===== config.mk =====
export PLATFORM = sky130hd
export DESIGN_NAME = lcd_top
export DESIGN_NICKNAME = d
export VERILOG_FILES = /design/src/logic/lcd_pkg.sv /design/src/logic/lcd_dispmem.sv /design/src/logic/lcd_frame_gen.sv /design/src/logic/lcd_top.sv
export SDC_FILE = /design/constraint.sdc
export NUM_CORES = 1
export LEC_CHECK = 0
export BUFFER_PORTS_ARGS = -buffer_cell sky130_fd_sc_hd__buf_4
export CORE_MARGIN = 1.5
export CORE_UTILIZATION = 62
export DETAILED_ROUTE_END_ITERATION = 7
export HOLD_SLACK_MARGIN = 0.06
export PLACE_DENSITY = 0.8
export SYNTH_ARGS = -nofsm -noshare
export SYNTH_HDL_FRONTEND = slang
export SYNTH_SLANG_ARGS = --single-unit
export TNS_END_PERCENT = 30

===== constraint.sdc =====
create_clock -name clock -period 10.7 [get_ports clock]
set_input_delay 1.07 -clock clock [delete_from_list [all_inputs] [get_ports clock]]
set_output_delay 1.07 -clock clock [all_outputs]
set_load 0.01 [all_outputs]

===== src/logic/lcd_pkg.sv =====
// Purpose: Shared constants, types and build options of the segment panel
//          driver.
// Assumes: One 25 MHz clock; the low-speed oscillator rate is derived by an
//          enable divider.
// Notes on behaviour
// - Eight commons and sixty-four segments address up to 512 segments.
// - Dynamic drive uses one-third bias, three levels, 1/4, 1/5, 1/8 duty.
// - Power bit set supplies drive levels; cleared, levels sit at ground.
// - DC segment lines act as plain port pins, ignoring the power bit.
// - All-on forces on waveforms, all-off forces off; both clear is normal.
// - All-on wins when both override bits are set.
// - Duty high bit selects 1/8; 01 selects 1/5; 00 selects 1/4.
// - Frame rate is 32 Hz, 40 Hz, 32 Hz for 1/8, 1/5, 1/4.
// - Static select works only with the external half-bias supply option.
// - Static segment is on when any of its eight common bits is one.
// - Display memory spans indices F000H to F09FH; one lights the segment.
// - Display memory is read/write; unmapped words are general storage.
// - A build-time decoder maps any memory bit to any segment and common.
// - Segment pairs 2n, 2n+1 may be DC outputs of the common-zero bit.
// - Each DC segment is built as push-pull or open-drain.
package lcd_pkg;
    localparam int CLK_HZ = 25_000_000;
    localparam int OSC_HZ = 32_768;
    localparam int OSC_DIV = (CLK_HZ + OSC_HZ / 2) / OSC_HZ;
    localparam int FRAME_HZ_8 = 32;
    localparam int FRAME_HZ_5 = 40;
    localparam int FRAME_HZ_4 = 32;
    // Each common slot is two halves of opposite polarity, so no DC bias.
    localparam int HALF_8 = OSC_HZ / (FRAME_HZ_8 * 8 * 2);
    localparam int HALF_5 = OSC_HZ / (FRAME_HZ_5 * 5 * 2);
    localparam int HALF_4 = OSC_HZ / (FRAME_HZ_4 * 4 * 2);
    localparam int N_COM = 8;
    localparam int N_SEG = 64;
    localparam int N_PAIR = N_SEG / 2;
    localparam int MEM_DEPTH = 160;
    localparam int MEM_AW = 8;
    localparam int MEM_DW = 4;
    localparam int ADDR_W = 18;
    localparam logic [15:0] MEM_FIRST_IDX = 16'hf000;
    localparam logic [15:0] MEM_LAST_IDX = 16'hf09f;
    localparam logic [ADDR_W-1:0] MEM_FIRST_ADDR = {MEM_FIRST_IDX, 2'h0};
    localparam logic [ADDR_W-1:0] MEM_LAST_ADDR = {MEM_LAST_IDX, 2'h0};
    localparam logic [ADDR_W-1:0] CTRL_ADDR = 18'h00000;
    localparam logic [ADDR_W-1:0] OVR_ADDR = 18'h00004;
    localparam logic [ADDR_W-1:0] STAT_ADDR = 18'h00008;
    localparam int CTRL_PWR_BIT = 0;
    localparam int CTRL_STATIC_BIT = 1;
    localparam int CTRL_DUTY_LO_BIT = 2;
    localparam int CTRL_DUTY_HI_BIT = 3;
    localparam int OVR_ON_BIT = 1;
    localparam int OVR_OFF_BIT = 2;
    localparam logic [3:0] CTRL_RST = 4'h0;
    localparam logic [3:0] OVR_RST = 4'h4;
    localparam logic [1:0] DUTY_4 = 2'h0;
    localparam logic [1:0] DUTY_5 = 2'h1;
    localparam logic [1:0] RESP_OKAY = 2'h0;
    localparam logic [1:0] RESP_SLVERR = 2'h2;
    typedef logic [1:0] lcd_level_t;
    localparam lcd_level_t LVL_VSS = 2'h0;
    localparam lcd_level_t LVL_V1 = 2'h1;
    localparam lcd_level_t LVL_V2 = 2'h2;
    localparam lcd_level_t LVL_V3 = 2'h3;
    typedef enum logic [1:0] {
        SUP_INTERNAL = 2'b00,
        SUP_EXT_THIRD_HI = 2'b01,
        SUP_EXT_THIRD_LO = 2'b10,
        SUP_EXT_HALF = 2'b11
    } lcd_supply_e;
    localparam lcd_supply_e SUPPLY_OPT = SUP_INTERNAL;
    localparam logic [N_PAIR-1:0] DC_PAIR_MASK = 32'h0000_0000;
    localparam logic [N_SEG-1:0] OPEN_DRAIN_MASK = 64'h0000_0000_0000_0000;
    // Build-time segment map: flat memory bit index is word * 4 + data bit.
    function automatic int lcd_map_bit(input int seg, input int com);
        return seg * N_COM + com;
    endfunction
endpackage


===== src/logic/lcd_dispmem.sv =====
// Purpose: Display memory, 160 words of four bits.
// Assumes: Single writer; contents carry no reset.
// Notes: The whole array is also offered flat to the segment decoder.
module lcd_dispmem
    import lcd_pkg::*;
(
    input wire logic clock,
    input wire logic we,
    input wire logic [lcd_pkg::MEM_AW-1:0] waddr,
    input wire logic [lcd_pkg::MEM_DW-1:0] wdata,
    input wire logic [lcd_pkg::MEM_AW-1:0] raddr,
    output logic [lcd_pkg::MEM_DW-1:0] rdata_q,
    output logic [lcd_pkg::MEM_DEPTH*lcd_pkg::MEM_DW-1:0] flat
);
    logic [MEM_DW-1:0] mem_q [MEM_DEPTH];

    // no reset
    // Undefined after reset, so software must fill it first.
    // read and write
    always_ff @(posedge clock) begin
        if (we) begin
            mem_q[waddr] <= wdata;
        end
        rdata_q <= mem_q[raddr];
    end

    genvar i;
    generate
        for (i = 0; i < MEM_DEPTH; i++) begin : g_flat
            assign flat[i*MEM_DW +: MEM_DW] = mem_q[i];
        end
    endgenerate
endmodule


===== src/logic/lcd_frame_gen.sv =====
// Purpose: Common scan timing from the low-speed oscillator rate.
// Assumes: clock at 25 MHz; one oscillator tick every OSC_DIV cycles.
// Notes: Duty changes take effect at once, including the length of the current half slot.
module lcd_frame_gen
    import lcd_pkg::*;
(
    input wire logic clock,
    input wire logic rst_n,
    input wire logic [1:0] duty,
    output logic [2:0] com_idx_q,
    output logic phase_q
);
    logic [9:0] div_q, div_d;
    logic [7:0] half_q, half_d;
    logic [2:0] com_idx_d;
    logic phase_d;
    logic osc_tick;
    logic [7:0] half_len;
    logic [2:0] last_com;

    always_comb begin
        if (duty[1]) begin
            half_len = 8'(HALF_8);
            last_com = 3'h7;
        end else if (duty == DUTY_5) begin
            half_len = 8'(HALF_5);
            last_com = 3'h4;
        end else begin
            half_len = 8'(HALF_4);
            last_com = 3'h3;
        end
    end

    always_comb begin
        osc_tick = (div_q == 10'(OSC_DIV - 1));
        div_d = osc_tick ? 10'h000 : div_q + 10'h001;
        half_d = half_q;
        phase_d = phase_q;
        com_idx_d = com_idx_q;
        if (osc_tick) begin
            if (half_q >= half_len - 8'h01) begin
                half_d = 8'h00;
                phase_d = ~phase_q;
                if (phase_q) begin
                    com_idx_d = (com_idx_q >= last_com) ? 3'h0
                                                        : com_idx_q + 3'h1;
                end
            end else begin
                half_d = half_q + 8'h01;
            end
        end
    end

    always_ff @(posedge clock or negedge rst_n) begin
        if (!rst_n) begin
            div_q <= 10'h000;
            half_q <= 8'h00;
            phase_q <= 1'b0;
            com_idx_q <= 3'h0;
        end else begin
            div_q <= div_d;
            half_q <= half_d;
            phase_q <= phase_d;
            com_idx_q <= com_idx_d;
        end
    end
endmodule


===== src/logic/lcd_top.sv =====
// Purpose: Segment panel driver with AXI4-Lite register and memory access.
// Assumes: One clock; panel levels are 2-bit codes for an analog driver.
// Notes: Level codes 0..3 select ground, first, second and third level.
//
// The AXI4-Lite interface to the registers and the placing of the registers were left to the implementer.
module lcd_top
    import lcd_pkg::*;
(
    input wire logic clock,
    input wire logic rst_n,
    input wire logic [lcd_pkg::ADDR_W-1:0] s_axi_awaddr,
    input wire logic s_axi_awvalid,
    output logic s_axi_awready,
    input wire logic [31:0] s_axi_wdata,
    input wire logic [3:0] s_axi_wstrb,
    input wire logic s_axi_wvalid,
    output logic s_axi_wready,
    output logic [1:0] s_axi_bresp,
    output logic s_axi_bvalid,
    input wire logic s_axi_bready,
    input wire logic [lcd_pkg::ADDR_W-1:0] s_axi_araddr,
    input wire logic s_axi_arvalid,
    output logic s_axi_arready,
    output logic [31:0] s_axi_rdata,
    output logic [1:0] s_axi_rresp,
    output logic s_axi_rvalid,
    input wire logic s_axi_rready,
    output logic [lcd_pkg::N_COM*2-1:0] common_lines,
    output logic [lcd_pkg::N_SEG*2-1:0] segment_lines,
    output logic [lcd_pkg::N_SEG-1:0] segment_dc_o,
    output logic [lcd_pkg::N_SEG-1:0] segment_dc_oe_n,
    output logic bias_supply_on
);
    import lcd_pkg::*;

    logic [3:0] ctrl_q, ctrl_d;
    logic [3:0] ovr_q, ovr_d;
    logic aw_full_q, aw_full_d;
    logic w_full_q, w_full_d;
    logic [ADDR_W-1:0] awaddr_q, awaddr_d;
    logic [3:0] wdata_q, wdata_d;
    logic wstrb0_q, wstrb0_d;
    logic bvalid_q, bvalid_d;
    logic [1:0] bresp_q, bresp_d;
    logic rd_wait_q, rd_wait_d;
    logic rvalid_q, rvalid_d;
    logic [31:0] rdata_q, rdata_d;
    logic [1:0] rresp_q, rresp_d;
    logic [ADDR_W-1:0] araddr_q, araddr_d;
    logic [2:0] com_idx;
    logic phase;
    logic mem_we;
    logic [MEM_AW-1:0] mem_waddr;
    logic [MEM_AW-1:0] mem_raddr;
    logic [MEM_DW-1:0] mem_rdata;
    logic [MEM_DEPTH*MEM_DW-1:0] mem_flat;
    logic do_write;
    logic w_is_mem;
    logic ar_take;
    logic [1:0] duty;
    logic pwr_on;
    logic static_mode;
    logic force_on;
    logic force_off;
    logic [2:0] last_com;

    lcd_dispmem u_mem (
        .clock(clock),
        .we(mem_we),
        .waddr(mem_waddr),
        .wdata(wdata_q),
        .raddr(mem_raddr),
        .rdata_q(mem_rdata),
        .flat(mem_flat)
    );

    lcd_frame_gen u_frame (
        .clock(clock),
        .rst_n(rst_n),
        .duty(duty),
        .com_idx_q(com_idx),
        .phase_q(phase)
    );

    assign duty = {ctrl_q[CTRL_DUTY_HI_BIT], ctrl_q[CTRL_DUTY_LO_BIT]};
    assign last_com = duty[1] ? 3'h7 : (duty == DUTY_5 ? 3'h4 : 3'h3);
    assign pwr_on = ctrl_q[CTRL_PWR_BIT];
    assign bias_supply_on = pwr_on;
    // static gating
    // Under any other supply the bit is stored but has no effect.
    assign static_mode = ctrl_q[CTRL_STATIC_BIT]
                         && (SUPPLY_OPT == SUP_EXT_HALF);
    assign force_on = ovr_q[OVR_ON_BIT];
    assign force_off = ovr_q[OVR_OFF_BIT] && !force_on;

    // Write channel: address and data are taken independently, in any order.
    assign s_axi_awready = !aw_full_q && !bvalid_q;
    assign s_axi_wready = !w_full_q && !bvalid_q;
    assign do_write = aw_full_q && w_full_q && !bvalid_q;
    assign w_is_mem = (awaddr_q >= MEM_FIRST_ADDR)
                      && (awaddr_q <= MEM_LAST_ADDR)
                      && (awaddr_q[1:0] == 2'h0);
    assign mem_waddr = MEM_AW'((awaddr_q - MEM_FIRST_ADDR) >> 2);
    assign mem_we = do_write && w_is_mem && wstrb0_q;

    always_comb begin
        aw_full_d = aw_full_q;
        w_full_d = w_full_q;
        awaddr_d = awaddr_q;
        wdata_d = wdata_q;
        wstrb0_d = wstrb0_q;
        bvalid_d = bvalid_q;
        bresp_d = bresp_q;
        ctrl_d = ctrl_q;
        ovr_d = ovr_q;
        if (s_axi_awvalid && s_axi_awready) begin
            aw_full_d = 1'b1;
            awaddr_d = s_axi_awaddr;
        end
        if (s_axi_wvalid && s_axi_wready) begin
            w_full_d = 1'b1;
            wdata_d = s_axi_wdata[3:0];
            wstrb0_d = s_axi_wstrb[0];
        end
        if (do_write) begin
            aw_full_d = 1'b0;
            w_full_d = 1'b0;
            bvalid_d = 1'b1;
            bresp_d = RESP_OKAY;
            if (awaddr_q == CTRL_ADDR) begin
                if (wstrb0_q) begin
                    ctrl_d = wdata_q;
                end
            end else if (awaddr_q == OVR_ADDR) begin
                if (wstrb0_q) begin
                    ovr_d = wdata_q & 4'h6;
                end
            end else if (!w_is_mem) begin
                bresp_d = RESP_SLVERR;
            end
        end
        if (bvalid_q && s_axi_bready) begin
            bvalid_d = 1'b0;
        end
    end

    // Read channel: one cycle to fetch memory, then the answer is registered.
    assign s_axi_arready = !rd_wait_q && !rvalid_q;
    assign ar_take = s_axi_arvalid && s_axi_arready;
    assign mem_raddr = MEM_AW'((s_axi_araddr - MEM_FIRST_ADDR) >> 2);

    always_comb begin
        rd_wait_d = rd_wait_q;
        rvalid_d = rvalid_q;
        rdata_d = rdata_q;
        rresp_d = rresp_q;
        araddr_d = araddr_q;
        if (ar_take) begin
            rd_wait_d = 1'b1;
            araddr_d = s_axi_araddr;
        end
        if (rd_wait_q) begin
            rd_wait_d = 1'b0;
            rvalid_d = 1'b1;
            rresp_d = RESP_OKAY;
            rdata_d = 32'h0000_0000;
            if (araddr_q == CTRL_ADDR) begin
                rdata_d[3:0] = ctrl_q;
            end else if (araddr_q == OVR_ADDR) begin
                rdata_d[3:0] = ovr_q;
            end else if (araddr_q == STAT_ADDR) begin
                rdata_d[3:0] = {phase, com_idx};
            end else if ((araddr_q >= MEM_FIRST_ADDR)
                         && (araddr_q <= MEM_LAST_ADDR)
                         && (araddr_q[1:0] == 2'h0)) begin
                rdata_d[3:0] = mem_rdata;
            end else begin
                rresp_d = RESP_SLVERR;
            end
        end
        if (rvalid_q && s_axi_rready) begin
            rvalid_d = 1'b0;
        end
    end

    always_ff @(posedge clock or negedge rst_n) begin
        if (!rst_n) begin
            ctrl_q <= CTRL_RST;
            ovr_q <= OVR_RST;
            aw_full_q <= 1'b0;
            w_full_q <= 1'b0;
            awaddr_q <= '0;
            wdata_q <= 4'h0;
            wstrb0_q <= 1'b0;
            bvalid_q <= 1'b0;
            bresp_q <= RESP_OKAY;
            rd_wait_q <= 1'b0;
            rvalid_q <= 1'b0;
            rdata_q <= 32'h0000_0000;
            rresp_q <= RESP_OKAY;
            araddr_q <= '0;
        end else begin
            ctrl_q <= ctrl_d;
            ovr_q <= ovr_d;
            aw_full_q <= aw_full_d;
            w_full_q <= w_full_d;
            awaddr_q <= awaddr_d;
            wdata_q <= wdata_d;
            wstrb0_q <= wstrb0_d;
            bvalid_q <= bvalid_d;
            bresp_q <= bresp_d;
            rd_wait_q <= rd_wait_d;
            rvalid_q <= rvalid_d;
            rdata_q <= rdata_d;
            rresp_q <= rresp_d;
            araddr_q <= araddr_d;
        end
    end

    assign s_axi_bvalid = bvalid_q;
    assign s_axi_bresp = bresp_q;
    assign s_axi_rvalid = rvalid_q;
    assign s_axi_rdata = rdata_q;
    assign s_axi_rresp = rresp_q;

    // Panel waveforms. Phase 0 and phase 1 are opposite halves of each slot.
    // eight commons
    genvar c, s;
    generate
        for (c = 0; c < N_COM; c++) begin : g_com
            logic [1:0] lvl;
            always_comb begin
                if (!pwr_on) begin
                    lvl = LVL_VSS;
                end else if (static_mode) begin
                    lvl = phase ? LVL_VSS : LVL_V3;
                end else if (3'(c) > last_com || 3'(c) != com_idx) begin
                    lvl = phase ? LVL_V2 : LVL_V1;
                end else begin
                    lvl = phase ? LVL_VSS : LVL_V3;
                end
            end
            assign common_lines[c*2 +: 2] = lvl;
        end

        for (s = 0; s < N_SEG; s++) begin : g_seg
            logic [N_COM-1:0] bits;
            logic cur_bit;
            logic seg_on;
            logic is_dc;
            logic [1:0] lvl;
            for (c = 0; c < N_COM; c++) begin : g_map
                assign bits[c] = mem_flat[lcd_map_bit(s, c)];
            end
            assign cur_bit = bits[com_idx];
            assign is_dc = DC_PAIR_MASK[s/2];
            always_comb begin
                seg_on = static_mode ? (|bits) : cur_bit;
                if (force_on) begin
                    seg_on = 1'b1;
                end else if (force_off) begin
                    seg_on = 1'b0;
                end
                if (!pwr_on || is_dc) begin
                    lvl = LVL_VSS;
                end else if (static_mode) begin
                    lvl = (seg_on ^ phase) ? LVL_VSS : LVL_V3;
                end else if (seg_on) begin
                    lvl = phase ? LVL_V3 : LVL_VSS;
                end else begin
                    lvl = phase ? LVL_V1 : LVL_V2;
                end
            end
            assign segment_lines[s*2 +: 2] = lvl;
            assign segment_dc_o[s] = is_dc & bits[0];
            assign segment_dc_oe_n[s] = !is_dc
                                        || (OPEN_DRAIN_MASK[s] && bits[0]);
        end
    endgenerate
endmodule


==> run summary <==
Drt drc: 0
Clk slew on worst S/H paths: 0.06 ns
Die H: 289 um
Primary FF master, synth: edfxtp_1
Top post-synthesis cells by area: edfxtp_1, mux4_2, dfrtp_1, buf_4, mux2i_1
Slew HR: 13.2%
RSZ-0062 raised after global routing: false
Clk pwr share: 33.9%
Post-synth ARST share: 7.22%
Internal power: 8.63 mW
CTS tree: yes
Post-CTS setup buffers: 0
Worst EP arrival: 4.52 ns
Final setup violating endpoints: 0
Max Cap Viol: 0
Die area: 0.0837 mm2
NetSw: 3.04 mW
Largest area contributor in the netlist: edfxtp_1
Post-cts sizing count: 0
Power density over the cells: 204 mW/mm2
Worst clock skew: 0.0491 ns
Cell count after synthesis: 3173
Synthesized cell area: 0.0508 mm2
Total Neg Setup Slack: 0 ns
Comb pwr share: 12.5%
Total CTS buffers: 110
Drt pass-1 iters: 8
Number of global-route vias before repair: 30115
Initial antenna violation count: 2
Hold buffer count at cts: 0
Global-route wire length before repair: 181 mm
Maximum vdd ir drop: 0.000159 V
CP max FO: 43
I/O Pins: 393
Nets@finish: 3726
Vias per std cell: 6.26
Final setup margin: 5.11 ns
Antenna-violating nets left: 0
Vias post-DR: 29968
PortBufs: 203
H-tree depth: 3
Final count of pins violating max slew: 0
Clock Latency Late Sink: 0.70 ns
Setup crit start kind: register
Initial drt markers: 3883
CTS sink cnt: 1108
Most frequent cells in the layout: edfxtp_1, conb_1, mux4_2
Hold Crit Class: reg -> reg
Drt wl/cell: 25.5 um
Hold Vio Cnt, Final: 0
Most common cell after layout, fill and taps aside: edfxtp_1
Tot GR Track Use: 29.4%
Largest net degree at the start of global routing: 126
Netlist cell types: 61
Min Tclk post-route: 5.59 ns
Layout cells sized above 1: 21.4%
P_leak: 20.5 nW
Synth Area per Inst: 16.0 um2
Pre-CTS setup slack: 5.80 ns
Final worst-path cycle share: 52.2%
Critical path capture point type: output pin
Register bit total from synthesis: 1108
Max Clock Freq: 0.179 GHz
Final GP Congestion: 0.874
FP Rows: 104
Fin util: 70.8%
Register area share after synthesis: 64.6%
Final hold slack: 0.481 ns
Starting density of the core: 62.9%
Root buffer cell: clkbuf_16
Status: completed
Clk buf depth: 3
Dpl hpwl: 71.8 mm
Sw Ratio: 26.1%
Least-Margin Pin Slew: 1.30 ns
Share of Yosys cell area claimed by the top area cell type: 60.5%
Synth warn: 0
Critical Path RT: 9.63 ns
Critical path class: reg -> out
Post-synth EDFFs: 1024
Layout Area Growth over Synthesis: 12.6%
Total Wirelength: 122 mm
Reg power frac: 53.5%
Core footprint: 0.0808 mm2
Die W: 289 um
Total grt overflow: 0
==> sequential cells by signal (all words and copies together), names as in the netlist <==
register / count
u_mem.mem_q: 1024
araddr_q: 18
awaddr_q: 18
u_frame.div_q: 10
u_frame.half_q: 8
ctrl_q: 4
s_axi_rdata: 4
u_mem.rdata_q: 4
wdata_q: 4
u_frame.com_idx_q: 3
ovr_q: 2
aw_full_q: 1
rd_wait_q: 1
s_axi_bresp: 1
s_axi_bvalid: 1
s_axi_rresp: 1
s_axi_rvalid: 1
u_frame.phase_q: 1
w_full_q: 1
wstrb0_q: 1
==> metal layers <==
layer  GRT usage (%)  vias up  part of all wire [%]
met3            7.33      384                    12
li1                -    12722                     -
met1            37.6    14936                    35
met5            1.19        -                  0.13
met4            13.6        4                   5.1
met2            47.7     1922                    48
==> synth_stat cells (all sizes together), types with 2 or more instances <==
| library cell | instances |
|---|---|
| a21oi | 124 |
| o311ai | 4 |
| a21boi | 64 |
| buf | 312 |
| nor2 | 222 |
| dfrtp | 79 |
| a22oi | 54 |
| or3 | 72 |
| o22ai | 34 |
| nor4 | 6 |
| nor2b | 13 |
| o2111ai | 6 |
| a22o | 4 |
| clkinv | 2 |
| nor3b | 4 |
| dfxtp | 4 |
| a221oi | 8 |
| a31oi | 4 |
| nand4 | 5 |
| o21ai | 83 |
| mux2 | 48 |
| or2 | 2 |
| mux4 | 320 |
| and4 | 3 |
| clkbuf | 130 |
| xor2 | 8 |
| and2 | 13 |
| nand2b | 6 |
| conb | 2 |
| nor3 | 36 |
| inv | 13 |
| ha | 19 |
| a21o | 5 |
| mux2i | 147 |
| a222oi | 4 |
| edfxtp | 1024 |
| nand2 | 188 |
| a211oi | 4 |
| nand3 | 22 |
| nor4b | 3 |
| xnor2 | 11 |
| o221ai | 48 |
| o32ai | 2 |
==> power groups by stage <==
stage / clock [mW] / combinational, mW / sequential, mW
final: 3.96 / 1.46 / 6.25
after global routing: 4.16 / 1.55 / 6.31
after CTS: 4.00 / 1.44 / 6.25
after detailed placement: 0 / 1.43 / 6.33
after global placement: 0 / 1.39 / 6.28
after floorplan: 0 / 0.697 / 6.51
==> worst max-delay path, cell delays in order (launching register included) <==
cell,delay (ns)
dfrtp_4,0.56
buf_4,0.75
buf_4,0.76
mux4_2,0.61
nand2_1,0.10
a21oi_1,0.15
or3_1,0.35
a21boi_0,0.27
buf_4,0.18
==> metrics by stage <==
step	std cells	total power [mW]	area, um2
2_1_floorplan	3714	7.21	52800
4_1_cts	4781	11.7	57200
3_5_place_dp	4576	7.75	53400
6_report	4786	11.7	57200
3_3_place_gp	4576	7.68	53400
5_1_grt	4781	12.0	57200
==> worst paths after layout <==
check | from | to | slack (ns) | depth (start not counted)
min reg2reg | s_axi_rvalid$_DFFE_PN0P_ | s_axi_rvalid$_DFFE_PN0P_ | 0.48 | 1
min | s_axi_rvalid$_DFFE_PN0P_ | s_axi_rvalid$_DFFE_PN0P_ | 0.48 | 1
max in group asynchronous | rst_n | wdata_q[3]$_DFFE_PN0P_ | 9.39 | 1
min in group asynchronous | rst_n | u_frame.half_q[7]$_DFFE_PN0N_ | 0.55 | 1
max reg2reg | awaddr_q[11]$_DFFE_PN0P_ | u_mem.mem_q[146][2]$_DFFE_PP_ | 6.89 | 7
max | u_frame.com_idx_q[0]$_DFFE_PN0P_ | segment_lines[35] | 5.11 | 8
==> layout make-up <==
cell class | instances | area, um2
clock buffers | 130 | 2840
clock inverters | 75 | 887
well taps | 1060 | 1330
multi-input cells | 2149 | 17300
repair buffers | 244 | 1880
fillers | 4896 | 23600
flip-flops and latches | 1108 | 32900
diodes | 5 | 12.5
inverters | 15 | 56.3
==> cell families after synthesis <==
kind of cell	count (synthesis)	share of synthesized area, %
and+or+nand+nor	600	5.33
DFF	1108	64.6
xor gates and xnor gates	19	0.328
AOI/OAI and AO/OA	453	5.79
buffers and inverters	457	5.30
adders and majority gates	19	0.468
muxes	515	18.1
other	2	0.0148
Power figures use the tool's default switching activity.
